File: config.mk
export PLATFORM = sky130hd
export DESIGN_NAME = aofc_regs
export DESIGN_NICKNAME = d
export VERILOG_FILES = /design/src/aofc_pkg.sv /design/src/aofc_ovr_track.sv /design/src/aofc_regs.sv
export SDC_FILE = /design/constraint.sdc
export NUM_CORES = 1
export LEC_CHECK = 0
export BUFFER_PORTS_ARGS = -buffer_cell sky130_fd_sc_hd__clkbuf_2
export CORE_ASPECT_RATIO = 0.5
export CORE_MARGIN = 1.5
export CORE_UTILIZATION = 47
export CTS_CLUSTER_DIAMETER = 200
export DETAILED_ROUTE_END_ITERATION = 8
export GPL_TIMING_DRIVEN = 0
export PLACE_DENSITY_LB_ADDON = 0.2
export RECOVER_POWER = 50
export SLEW_MARGIN = 40
export SYNTH_ARGS = -nofsm -noshare
export SYNTH_HDL_FRONTEND = slang
export SYNTH_SLANG_ARGS = --single-unit
File: constraint.sdc
create_clock -name clk_i -period 2.2 [get_ports clk_i]
set_input_delay 0.11 -clock clk_i [delete_from_list [all_inputs] [get_ports clk_i]]
set_output_delay 0.11 -clock clk_i [all_outputs]
set_load 0.005 [all_outputs]
File: src/aofc_pkg.sv
package aofc_pkg;

    // ---------------------------------------------------------------
    // register indices (byte address = index * 4)
    // ---------------------------------------------------------------
    localparam logic [11:0] IDX_SEL_HI   = 12'h559;
    localparam logic [11:0] IDX_SEL_LO   = 12'h55A;
    localparam logic [11:0] IDX_FORMAT   = 12'h561;
    localparam logic [11:0] IDX_OR_CLR   = 12'h562;
    localparam logic [11:0] IDX_OR_STAT  = 12'h563;
    localparam logic [11:0] IDX_CH_ORDER = 12'h564;
    localparam logic [11:0] IDX_LANE     = 12'h56E;

    // ---------------------------------------------------------------
    // reset values
    // ---------------------------------------------------------------
    localparam logic [7:0] RST_SEL_HI   = 8'h00;
    localparam logic [7:0] RST_SEL_LO   = 8'h01;
    localparam logic [7:0] RST_FORMAT   = 8'h01;
    localparam logic [7:0] RST_OR_CLR   = 8'h00;
    localparam logic [7:0] RST_CH_ORDER = 8'h00;
    localparam logic [7:0] RST_LANE     = 8'h10;

    // ---------------------------------------------------------------
    // writable bit masks (others read as zero)
    // ---------------------------------------------------------------
    localparam logic [7:0] MSK_SEL_HI   = 8'h77;
    localparam logic [7:0] MSK_SEL_LO   = 8'h07;
    localparam logic [7:0] MSK_FORMAT   = 8'h07;
    localparam logic [7:0] MSK_CH_ORDER = 8'h01;
    localparam logic [7:0] MSK_LANE     = 8'h10;

    // ---------------------------------------------------------------
    // field positions
    // ---------------------------------------------------------------
    localparam int CB2_LSB    = 0;
    localparam int CB1_LSB    = 4;
    localparam int CB0_LSB    = 0;
    localparam int FMT_LSB    = 0;
    localparam int INVERT_BIT = 2;
    localparam int SWAP_BIT   = 0;
    localparam int LANE_LOW_BIT = 4;

    localparam logic [1:0] FMT_OFFSET_BIN = 2'h0;
    localparam logic [1:0] CS_ONE         = 2'h1;
    localparam logic [1:0] CS_TWO         = 2'h2;
    localparam logic [1:0] CS_THREE       = 2'h3;

    // ---------------------------------------------------------------
    // control bit sources
    // ---------------------------------------------------------------
    typedef enum logic [2:0]
    {
        AOFC_SRC_ZERO  = 3'b000,
        AOFC_SRC_OVR   = 3'b001,
        AOFC_SRC_VDR0  = 3'b010,
        AOFC_SRC_VDR1  = 3'b011,
        AOFC_SRC_VDRHL = 3'b100
    } aofc_src_t;

endpackage

File: src/aofc_ovr_track.sv
`timescale 1ns/1ps
// sticky overrange status per virtual converter with hold-off clear
module aofc_ovr_track
#(
    parameter int NUM_CONV = 8
)
(
    // clock and reset
    input  wire logic                clk_i,
    input  wire logic                rst_i,
    // events and control
    input  wire logic [NUM_CONV-1:0] ovr_event_i,
    input  wire logic [NUM_CONV-1:0] clear_i,
    // status
    output logic      [NUM_CONV-1:0] status_o
);

    logic [NUM_CONV-1:0] status_ff;

    genvar g;
    generate
        for (g = 0; g < NUM_CONV; g++)
        begin : g_conv
            // clear holds the bit off while set; events otherwise stick
            always_ff @(posedge clk_i)
            begin
                if (rst_i)
                    status_ff[g] <= 1'b0;
                else if (clear_i[g])
                    status_ff[g] <= 1'b0;
                else if (ovr_event_i[g])
                    status_ff[g] <= 1'b1;
            end

        end
    endgenerate

    assign status_o = status_ff;
endmodule

File: src/aofc_regs.sv
`timescale 1ns/1ps
module aofc_regs
#(
    parameter int DW       = 16,
    parameter int NUM_CONV = 8
)
(
    // clock and reset
    input  wire logic                clk_i,
    input  wire logic                rst_i,
    // wishbone slave
    input  wire logic                cyc_i,
    input  wire logic                stb_i,
    input  wire logic                we_i,
    input  wire logic [13:0]         adr_i,
    input  wire logic [3:0]          sel_i,
    input  wire logic [31:0]         dat_i,
    output logic      [31:0]         dat_o,
    output logic                     ack_o,
    // converter side
    input  wire logic [DW-1:0]       sample_a_i,
    input  wire logic [DW-1:0]       sample_b_i,
    input  wire logic [1:0]          ctrl_bits_num_i,
    input  wire logic                ovr_flag_i,
    input  wire logic                vdr_bit0_i,
    input  wire logic                vdr_bit1_i,
    input  wire logic                vdr_hilo_i,
    input  wire logic [NUM_CONV-1:0] ovr_event_i,
    // formatted output
    output logic      [DW-1:0]       out_a_o,
    output logic      [DW-1:0]       out_b_o,
    output logic      [2:0]          ctrl_bits_o,
    output logic                     lane_rate_low_o
);

    // ---------------------------------------------------------------
    // registers
    // ---------------------------------------------------------------
    logic [7:0]          sel_hi_ff;
    logic [7:0]          sel_lo_ff;
    logic [7:0]          format_ff;
    logic [7:0]          or_clr_ff;
    logic [7:0]          ch_order_ff;
    logic [7:0]          lane_ff;
    logic                ack_ff;
    logic [31:0]         dat_ff;
    logic [NUM_CONV-1:0] or_status;
    logic [DW-1:0]       out_a_ff;
    logic [DW-1:0]       out_b_ff;
    logic [2:0]          ctrl_ff;
    logic [11:0]         idx;
    logic                wr_en;
    logic                rd_en;

    assign idx   = adr_i[13:2];
    assign wr_en = cyc_i && stb_i && we_i && !ack_ff && sel_i[0];
    assign rd_en = cyc_i && stb_i && !we_i && !ack_ff;

    // merge a byte into a register under its writable mask
    function automatic logic [7:0] wmask(input logic [7:0] mask, input logic [7:0] d);
        wmask = d & mask;
    endfunction

    // pick a control bit source from a selector code
    function automatic logic pick_src(input logic [2:0] code, input logic ovr, input logic v0,
                                      input logic v1, input logic hl);
        pick_src = 1'b0;
        case (code)
            aofc_pkg::AOFC_SRC_OVR:   pick_src = ovr;
            aofc_pkg::AOFC_SRC_VDR0:  pick_src = v0;
            aofc_pkg::AOFC_SRC_VDR1:  pick_src = v1;
            aofc_pkg::AOFC_SRC_VDRHL: pick_src = hl;
            default:                  pick_src = 1'b0;
        endcase
    endfunction

    // ---------------------------------------------------------------
    // register writes
    // ---------------------------------------------------------------
    always_ff @(posedge clk_i)
    begin
        if (rst_i)
        begin
            sel_hi_ff   <= aofc_pkg::RST_SEL_HI;
            sel_lo_ff   <= aofc_pkg::RST_SEL_LO;
            format_ff   <= aofc_pkg::RST_FORMAT;
            or_clr_ff   <= aofc_pkg::RST_OR_CLR;
            ch_order_ff <= aofc_pkg::RST_CH_ORDER;
            lane_ff     <= aofc_pkg::RST_LANE;
        end
        else if (wr_en)
        begin
            case (idx)
                aofc_pkg::IDX_SEL_HI:   sel_hi_ff   <= wmask(aofc_pkg::MSK_SEL_HI, dat_i[7:0]);
                aofc_pkg::IDX_SEL_LO:   sel_lo_ff   <= wmask(aofc_pkg::MSK_SEL_LO, dat_i[7:0]);
                aofc_pkg::IDX_FORMAT:   format_ff   <= wmask(aofc_pkg::MSK_FORMAT, dat_i[7:0]);
                aofc_pkg::IDX_OR_CLR:   or_clr_ff   <= dat_i[7:0];
                aofc_pkg::IDX_CH_ORDER: ch_order_ff <= wmask(aofc_pkg::MSK_CH_ORDER, dat_i[7:0]);
                aofc_pkg::IDX_LANE:     lane_ff     <= wmask(aofc_pkg::MSK_LANE, dat_i[7:0]);
                default:                ;
            endcase
        end
    end

    // ---------------------------------------------------------------
    // bus answer: one ack a cycle after the strobe, read data registered
    // ---------------------------------------------------------------
    always_ff @(posedge clk_i)
    begin
        if (rst_i)
            ack_ff <= 1'b0;
        else
            ack_ff <= cyc_i && stb_i && !ack_ff;
    end

    always_ff @(posedge clk_i)
    begin
        if (rst_i)
            dat_ff <= 32'h0000_0000;
        else if (rd_en)
        begin
            case (idx)
                aofc_pkg::IDX_SEL_HI:   dat_ff <= {24'h00_0000, sel_hi_ff};
                aofc_pkg::IDX_SEL_LO:   dat_ff <= {24'h00_0000, sel_lo_ff};
                aofc_pkg::IDX_FORMAT:   dat_ff <= {24'h00_0000, format_ff};
                aofc_pkg::IDX_OR_CLR:   dat_ff <= {24'h00_0000, or_clr_ff};
                aofc_pkg::IDX_OR_STAT:  dat_ff <= {24'h00_0000, or_status[7:0]};
                aofc_pkg::IDX_CH_ORDER: dat_ff <= {24'h00_0000, ch_order_ff};
                aofc_pkg::IDX_LANE:     dat_ff <= {24'h00_0000, lane_ff};
                default:                dat_ff <= 32'h0000_0000;
            endcase
        end
    end

    assign ack_o = ack_ff;
    assign dat_o = dat_ff;

    // ---------------------------------------------------------------
    // overrange tracking
    // ---------------------------------------------------------------
    aofc_ovr_track #(.NUM_CONV(NUM_CONV)) u_ovr
    (
        .clk_i       (clk_i),
        .rst_i       (rst_i),
        .ovr_event_i (ovr_event_i),
        .clear_i     (or_clr_ff[NUM_CONV-1:0]),
        .status_o    (or_status)
    );

    // ---------------------------------------------------------------
    // sample shaping: swap, invert, format
    // ---------------------------------------------------------------
    function automatic logic [DW-1:0] shape(input logic [DW-1:0] s, input logic inv, input logic [1:0] fmt);
        logic [DW-1:0] t;
        t = inv ? ~s : s;
        if (fmt == aofc_pkg::FMT_OFFSET_BIN)
            t[DW-1] = ~t[DW-1];
        shape = t;
    endfunction

    logic       swap;
    logic       inv;
    logic [1:0] fmt;
    assign swap = ch_order_ff[aofc_pkg::SWAP_BIT];
    assign inv  = format_ff[aofc_pkg::INVERT_BIT];
    assign fmt  = format_ff[aofc_pkg::FMT_LSB +: 2];

    always_ff @(posedge clk_i)
    begin
        if (rst_i)
        begin
            out_a_ff <= '0;
            out_b_ff <= '0;
        end
        else
        begin
            out_a_ff <= shape(swap ? sample_b_i : sample_a_i, inv, fmt);
            out_b_ff <= shape(swap ? sample_a_i : sample_b_i, inv, fmt);
        end
    end

    // ---------------------------------------------------------------
    // control bits
    // ---------------------------------------------------------------
    always_ff @(posedge clk_i)
    begin
        if (rst_i)
            ctrl_ff <= 3'h0;
        else
        begin
            ctrl_ff[2] <= (ctrl_bits_num_i == aofc_pkg::CS_THREE) &&
                pick_src(sel_hi_ff[aofc_pkg::CB2_LSB +: 3], ovr_flag_i, vdr_bit0_i, vdr_bit1_i, vdr_hilo_i);
            ctrl_ff[1] <= (ctrl_bits_num_i >= aofc_pkg::CS_TWO) &&
                pick_src(sel_hi_ff[aofc_pkg::CB1_LSB +: 3], ovr_flag_i, vdr_bit0_i, vdr_bit1_i, vdr_hilo_i);
            ctrl_ff[0] <= (ctrl_bits_num_i >= aofc_pkg::CS_ONE) &&
                pick_src(sel_lo_ff[aofc_pkg::CB0_LSB +: 3], ovr_flag_i, vdr_bit0_i, vdr_bit1_i, vdr_hilo_i);
        end
    end

    assign out_a_o         = out_a_ff;
    assign out_b_o         = out_b_ff;
    assign ctrl_bits_o     = ctrl_ff;
    assign lane_rate_low_o = lane_ff[aofc_pkg::LANE_LOW_BIT];
endmodule

# After elaboration in Yosys (flattened, before gate mapping)

Index checks and enable logic that the tools add are counted.
Widths: inputs -> output; s select.

Reduce and logical (&&, ||, !) cells: 27
Magnitude comparators: 2
Multiplexer cells: 13
Bitwise logic cells: 4
Equal/unequal tests: 20

Operator list:

| kind                 | number |
|---|---|
| $eq 12x11->1 const B | 7 |
| $mux 16              | 4 |
| $pmux 8 s7           | 1 |
| $not 16->16          | 2 |
| $eq 3x2->1 const B   | 6 |
| $reduce_or 2->1      | 8 |
| $pmux 1 s4           | 3 |
| $reduce_and 2->1     | 6 |
| $logic_and 1x1->1    | 10 |
| $eq 3x1->1 const B   | 3 |
| $eq 3x3->1 const B   | 3 |
| $mux 1               | 5 |
| $eq 2x2->1 const B   | 1 |
| $ge 2x1->1 const B   | 1 |
| $ge 2x2->1 const B   | 1 |
| $logic_not 1->1      | 2 |
| $logic_not 2->1      | 1 |
| $not 1->1            | 2 |

Register bits: 98
Logic and storage cells: 85
Output and inout bits: 69

# Depth between registers and ports, before layout

Gate-level depths: netlist of the first run.

Depth in word-level cells: 5
Gate-level depth with buffers: 7

# Cells and area by module

Synthesis of the first run repeated with hierarchy kept, for this count alone.

Cells, all modules: 383
Area, all modules: 3707.3 µm²

By module, submodules not included:

| module         | area an instance (µm²) | cells an instance | times used | seq. area each (µm²) |
|---|---|---|---|---|
| aofc_regs      | 3425.8                 | 358               | 1          | 1321.3 |
| aofc_ovr_track | 281.5                  | 25                | 1          | 160.2 |

# Worst setup path after synthesis of the first run

Ideal clock, no wire load.

Path kind: register -> register
From: reg ack_ff, in the netlist ack_o
To: reg or_clr_ff[7]
Arrival: 1535 ps
Path slack: 537 ps
Library setup time: 128 ps
Stages on the path, launching flop included: 6
Buffers on the path: 0
Cells stage by stage: dfxtp_1 -> nand3b_1 -> nor4_2 -> nand2_1 -> mux2i_1 -> nor2_1

Longest elaborated chain between the ends: 4

Ends and longest elaborated chain:

| what                              | line             | text |
|---|---|---|
| start: declaration                | aofc_regs.sv:45  | `logic ack_ff;` |
| start signal: assignment          | aofc_regs.sv:113 | `ack_ff <= cyc_i && stb_i && !ack_ff;` |
| $logic_not 1->1                   | aofc_regs.sv:56  | `assign wr_en = cyc_i && stb_i && we_i && !ack_ff && sel_i[0];` |
| $logic_and 1x1->1 (2 in series)   | aofc_regs.sv:56  |  |
| $reduce_and 2->1 (no source line) | --               |  |
| end signal: assignment            | aofc_regs.sv:87  | `or_clr_ff <= aofc_pkg::RST_OR_CLR;` |
| end signal: assignment            | aofc_regs.sv:97  | `aofc_pkg::IDX_OR_CLR: or_clr_ff <= dat_i[7:0];` |
| end: declaration                  | aofc_regs.sv:42  | `logic [7:0] or_clr_ff;` |

No other way between the ends.
A chain may end at the register's enable or synchronous reset.

# Worst setup path after layout of the first run

From: reg ch_order_ff[0]
To: reg out_b_ff[5], in the netlist out_b_o[5]

Longest elaborated chain between the ends: 3

Ends and longest elaborated chain:

| what                     | line             | text |
|---|---|---|
| start: declaration       | aofc_regs.sv:43  | `logic [7:0] ch_order_ff;` |
| start signal: assignment | aofc_regs.sv:88  | `ch_order_ff <= aofc_pkg::RST_CH_ORDER;` |
| start signal: assignment | aofc_regs.sv:98  | `aofc_pkg::IDX_CH_ORDER: ch_order_ff <= wmask(aofc_pkg::MSK_CH_ORDER, dat_i[7:0]);` |
| $mux 16 *                | aofc_regs.sv:178 | `out_b_ff <= shape(swap ? sample_a_i : sample_b_i, inv, fmt);` |
| $not 16->16              | aofc_regs.sv:155 | `t = inv ? ~s : s;` |
| $mux 16 *                | aofc_regs.sv:155 |  |
| end signal: assignment   | aofc_regs.sv:178 |  |
| end: declaration         | aofc_regs.sv:49  | `logic [DW-1:0] out_b_ff;` |

Mark *: on every way between the ends. The rest lies on a longest branch, timed or not.

==> metrics.cfg, run 1 <==
[floorplanning]
start_util = 0.485
fp.dieH_um = 64.6
die_x_um = 126
floorplan.core_area_sq_um = 7350
rows = 22
io_pins = 170
dieArea_sq_um = 8150

[route]
vias_per_cell = 5.01
drcViolationCount = 0
final_antenna_net_count = 0
drt-total-wl_um = 9060
dr.pass1.iters = 6
vias = 3236
wire_per_inst_um = 14.0
drt_iter0_drc = 148

[placement]
dpl_cell_area_sq_um = 4350
pre_cts_ws_ps = 102
port_buffers = 115
gp_congestion = 0.834
dp_hpwl_um = 6710

[power]
leakagePower_uw = 0.00215
p_per_area_nw_per_um2 = 687
ir_drop_v = 0.000374

[timing]
finClkSkew_ps = 4.13
setup_violations = 0
finalMaxSlewViolations = 0
rsz0062_at_grt = no
finalHoldViolations = 0
min_period_ps = 1960
finalSetupTns_ps = 0
period_share = 0.892
maxSlewHeadroom = 0.469
fin_ws_ps = 237
fmax_mhz = 510
worst_slew_pin_slew_ps = 796

[critical_path]
worstPathMaxFanout = 10
worstSetupPathType = register to register
r2r-start = ch_order_ff[0]$_SDFFE_PP0P_
required_ps = 2390
r2r-end = out_b_o[5]$_SDFF_PP0_
cp-end-kind = register
reg2reg_depth = 5
crit_start = ch_order_ff[0]$_SDFFE_PP0P_
r2r_setup_slack_ps = 240
crit_path_end = out_b_o[5]$_SDFF_PP0_
arrival_ps = 2150
crit_path_start_kind = register

[synth]
synth_area_per_cell_sq_um = 9.00
netlist_top_cells_area = dfxtp_1 (42%), mux2i_1 (14%), xor2_1 (7.6%)
synth_top_area_frac = 0.416
synth_cells = 396
synth-seq-cells = 74
synthArstFlopShare = 0
yosysWarnings = 0
synth_edf_count = 0
synth_area_sq_um = 3560
synth.distinct_cells = 51
synth_ff_type = dfxtp_1
yosysTopAreaCell = dfxtp_1
synth_seq_area_share = 0.416

[clock_tree]
htree_levels = 3
clk_path_buf_depth = 2
clock_latency_ps = 340
numCtsBuffers = 9
root_buffer = clkbuf_16
clk_pin_slew_ps = 50
cts_sinks = 74
cts.hold.buffers_added = 0
cts_tree = built

[global_routing]
antenna_found_initial = 0
grt_pass1_wl_um = 14500
overflow = 0
grt_max_degree = 12
grt_pass1_vias = 3003
track_usage = 0.232

[cells_and_area]
num_antenna_cells = 0
mostFrequentLayoutCell = clkbuf_2
mostFrequentLayoutCells = clkbuf_2 (97), dfxtp_1 (74), nor2_1 (62)
nNetsFinal = 646
drive_above_1_share = 0.258
areaGrowthSynthToFinish_pct = 29.9
finalInstanceArea_sq_um = 4630

[hold_path]
min_path_type = input port to register
holdPathStages = 3
min-delay-start = ovr_event_i[6]

[status]
status = finished clean

[job]
drv_cap = 0

## cell families after synthesis
| family | Yosys count | synth area share |
|---|---|---|
| flip-flops | 74 | 0.416 |
| other | 1 | 0.00105 |
| AND/OR/NAND/NOR | 143 | 0.192 |
| XOR/XNOR | 34 | 0.0835 |
| buffers and inverters | 49 | 0.0776 |
| AO/OA/AOI/OAI | 44 | 0.0867 |
| multiplexers | 51 | 0.144 |
## power by group
part | switching, uW | internal [uW]
combinational | 160 | 146
sequential | 14.9 | 1380
clock | 536 | 939
total | 711 | 2470
## state kept, by name, summed over array words and instances, names as in the netlist
register,flops
lane_ff,1
sel_hi_ff,6
sel_lo_ff,3
ctrl_bits_o,3
out_a_o,16
format_ff,3
ack_o,1
ch_order_ff,1
dat_o,8
or_clr_ff,8
out_b_o,16
u_ovr.status_o,8
## worst max-delay path: stages, from the launching register on
cell      delay (ps)
dfxtp_1          300
clkbuf_1         320
clkbuf_1         650
mux2i_1          310
xor2_1           180
nor2_1            60
## through the flow
stage	hold WS, ps	total power [uW]	cells	util
after floorplan	235	1590	419	-
after global placement	342	1730	630	0.591
after detailed placement	353	1730	630	0.591
after CTS	7.15	3210	646	0.632
after global routing	24.6	3310	646	0.630
final	18.7	3180	646	0.630
## metal layers
layer | global-route usage | part of all wire
met1 | 0.281 | 0.45
met2 | 0.383 | 0.46
met3 | 0.0933 | 0.088
met4 | 0.0690 | 0.011
met5 | 0 | 0
## what timing repair did
action | 4_1_cts | 5_1_grt
endpoints found under the setup margin | 0 | 8
endpoints found under the hold margin | 0 | 0
buffers inserted | 0 | 0
resized for setup | 0 | 1
## final cells by class
class / instances / area, sq um
multi-input combinational: 296 / 1900
inverter: 6 / 22.5
buffer: 43 / 254
clock buffer: 14 / 264
timing repair buffer: 115 / 553
sequential: 74 / 1480
tap: 96 / 120
clock inverter: 2 / 35.0
fill: 652 / 2720
## worst min-delay path by stage
stage                                     endpoint  slack, ps
finish              u_ovr.status_o[6]$_SDFFE_PP0P_         20
global route        u_ovr.status_o[1]$_SDFFE_PP0P_         20
CTS                      or_clr_ff[3]$_SDFFE_PP0P_          7
detailed placement       or_clr_ff[3]$_SDFFE_PP0P_        350
global placement         or_clr_ff[3]$_SDFFE_PP0P_        340
floorplan                sel_lo_ff[0]$_SDFFE_PP1P_        240
## cell usage after synthesis, types with 2 or more instances
master	count
nor2b_1	5
nand2_1	29
xor2_1	31
dfxtp_1	74
buf_1	4
o21ai_1	5
inv_1	6
nand3_1	17
o31ai_1	2
buf_4	24
a311oi_1	2
nor2_1	62
a22oi_1	6
nand2b_1	3
a31oi_1	2
a22o_1	3
xnor2_1	3
buf_2	2
a21oi_1	10
nor4bb_1	2
o21ai_0	3
mux2i_1	50
nor3_1	9
clkbuf_1	13
o22a_1	2
a2bb2oi_1	2
(Power assumes the default switching activity.)
==> run 2: changes to the inputs <==
HOLD_SLACK_MARGIN = 0.1   (was not set)
==> metrics.cfg, run 2 (synthesis gave the netlist of run 1 again) <==
[status]
status = finished clean

[floorplanning]
die_x_um = 126
io_pins = 170
rows = 22
fp.dieH_um = 64.6
start_util = 0.485
dieArea_sq_um = 8150
floorplan.core_area_sq_um = 7350

[cells_and_area]
fin_util = 0.659
mostFrequentLayoutCells = clkbuf_2 (96), dfxtp_1 (74), nor2_1 (62)
mostFrequentLayoutCell = clkbuf_2
num_antenna_cells = 0
nNetsFinal = 667
multi_input_comb_area_sq_um = 1900
register_area_sq_um = 1480
areaGrowthSynthToFinish_pct = 35.8
final_cells = 667
n_fill_cell = 627
finalInstanceArea_sq_um = 4840
drive_above_1_share = 0.247

[power]
leakagePower_uw = 0.00223
p_per_area_nw_per_um2 = 665
ir_drop_v = 0.000382

[hold_path]
hold_end = out_b_o[15]$_SDFF_PP0_
min-delay-start = sample_b_i[15]
holdPathStages = 4
min_path_type = input port to register

[route]
vias_per_cell = 4.93
drt-total-wl_um = 9420
final_antenna_net_count = 0
dr.pass1.iters = 5
wire_per_inst_um = 14.1
vias = 3290
drt_iter0_drc = 173
drcViolationCount = 0

[clock_tree]
postCtsSetupRepairBufs = 0
numCtsBuffers = 9
htree_levels = 3
clock_latency_ps = 340
clk_path_buf_depth = 2
cts_sinks = 74
cts_tree = built
clk_pin_slew_ps = 50
root_buffer = clkbuf_16

[placement]
dp.cells = 630
gp_congestion = 0.834
dp_hpwl_um = 6710
dpl_cell_area_sq_um = 4350
port_buffers = 115

[global_routing]
grt_pass1_wl_um = 15100
grt_pass1_vias = 3107
grt_max_degree = 12
track_usage = 0.240
antenna_found_initial = 0
overflow = 0

[timing]
rsz0062_at_grt = no
setup_violations = 0
worst_slew_pin_slew_ps = 790
fmax_mhz = 506
finClkSkew_ps = 3.11
maxSlewHeadroom = 0.473
finalMaxSlewViolations = 0
finalHoldViolations = 0
min_period_ps = 1970
finalSetupTns_ps = 0
period_share = 0.898

[job]
drv_cap = 0

[critical_path]
reg2reg_depth = 5
required_ps = 2400
arrival_ps = 2170
cp-end-kind = register
crit_path_start_kind = input port
r2r-end = or_clr_ff[5]$_SDFFE_PP0P_
worstPathMaxFanout = 8
worstSetupPathType = input port to register
r2r-start = ack_o$_SDFF_PP0_
r2r_setup_slack_ps = 250

==> run 2: cell type report <==
type | count | area share
clock buffer | 14 | 0.0545
inverter | 6 | 0.00465
buffer | 43 | 0.0525
multi-input combinational | 296 | 0.393
timing repair buffer | 136 | 0.157
sequential | 74 | 0.306
tap | 96 | 0.0248
clock inverter | 2 | 0.00724
==> run 2: worst max path at each step <==
stage,to,startpoint
CTS,or_clr_ff[5]$_SDFFE_PP0P_,ack_o$_SDFF_PP0_
finish,or_clr_ff[5]$_SDFFE_PP0P_,cyc_i
floorplan,or_clr_ff[7]$_SDFFE_PP0P_,ack_o$_SDFF_PP0_
global route,or_clr_ff[3]$_SDFFE_PP0P_,cyc_i
global placement,or_clr_ff[0]$_SDFFE_PP0P_,ack_o$_SDFF_PP0_
detailed placement,or_clr_ff[7]$_SDFFE_PP0P_,ack_o$_SDFF_PP0_
==> run 2: through the flow <==
stage	total power, uW	hold WS (ps)	setup slack, ps
after floorplan	1590	235	537
after global placement	1730	342	94.9
after detailed placement	1730	353	102
after CTS	3240	142	87.5
after global routing	3340	148	50.3
final	3220	138	225
==> run 2: worst max-delay path: stages <==
cell	delay (ps)
dlygate4sd3_1	520
clkbuf_1	110
nand3b_1	160
nor4_4	470
nand2_1	460
mux2i_1	270
nor2_1	60
==> run 2: metal layers <==
| layer | up-vias | wire length, um | global-route usage |
|---|---|---|---|
| li1 | 1657 | - | - |
| met1 | 1498 | 4200 | 0.291 |
| met2 | 122 | 4370 | 0.404 |
| met3 | 13 | 722 | 0.0892 |
| met4 | 0 | 131 | 0.0690 |
| met5 | - | 0 | 0 |
==> run 2: power breakdown <==
part           switching (uW)  internal (uW)  total (uW)
clock                     544            939        1480
sequential               15.1           1380        1400
combinational             167            170         337
==> run 2: repair_timing <==
| action | 4_1_cts | 5_1_grt |
|---|---|---|
| hold endpoints to repair | 32 | 0 |
| hold buffers | 21 | 0 |
| endpoints found under the setup margin | 0 | 8 |
| resized for setup | 0 | 1 |
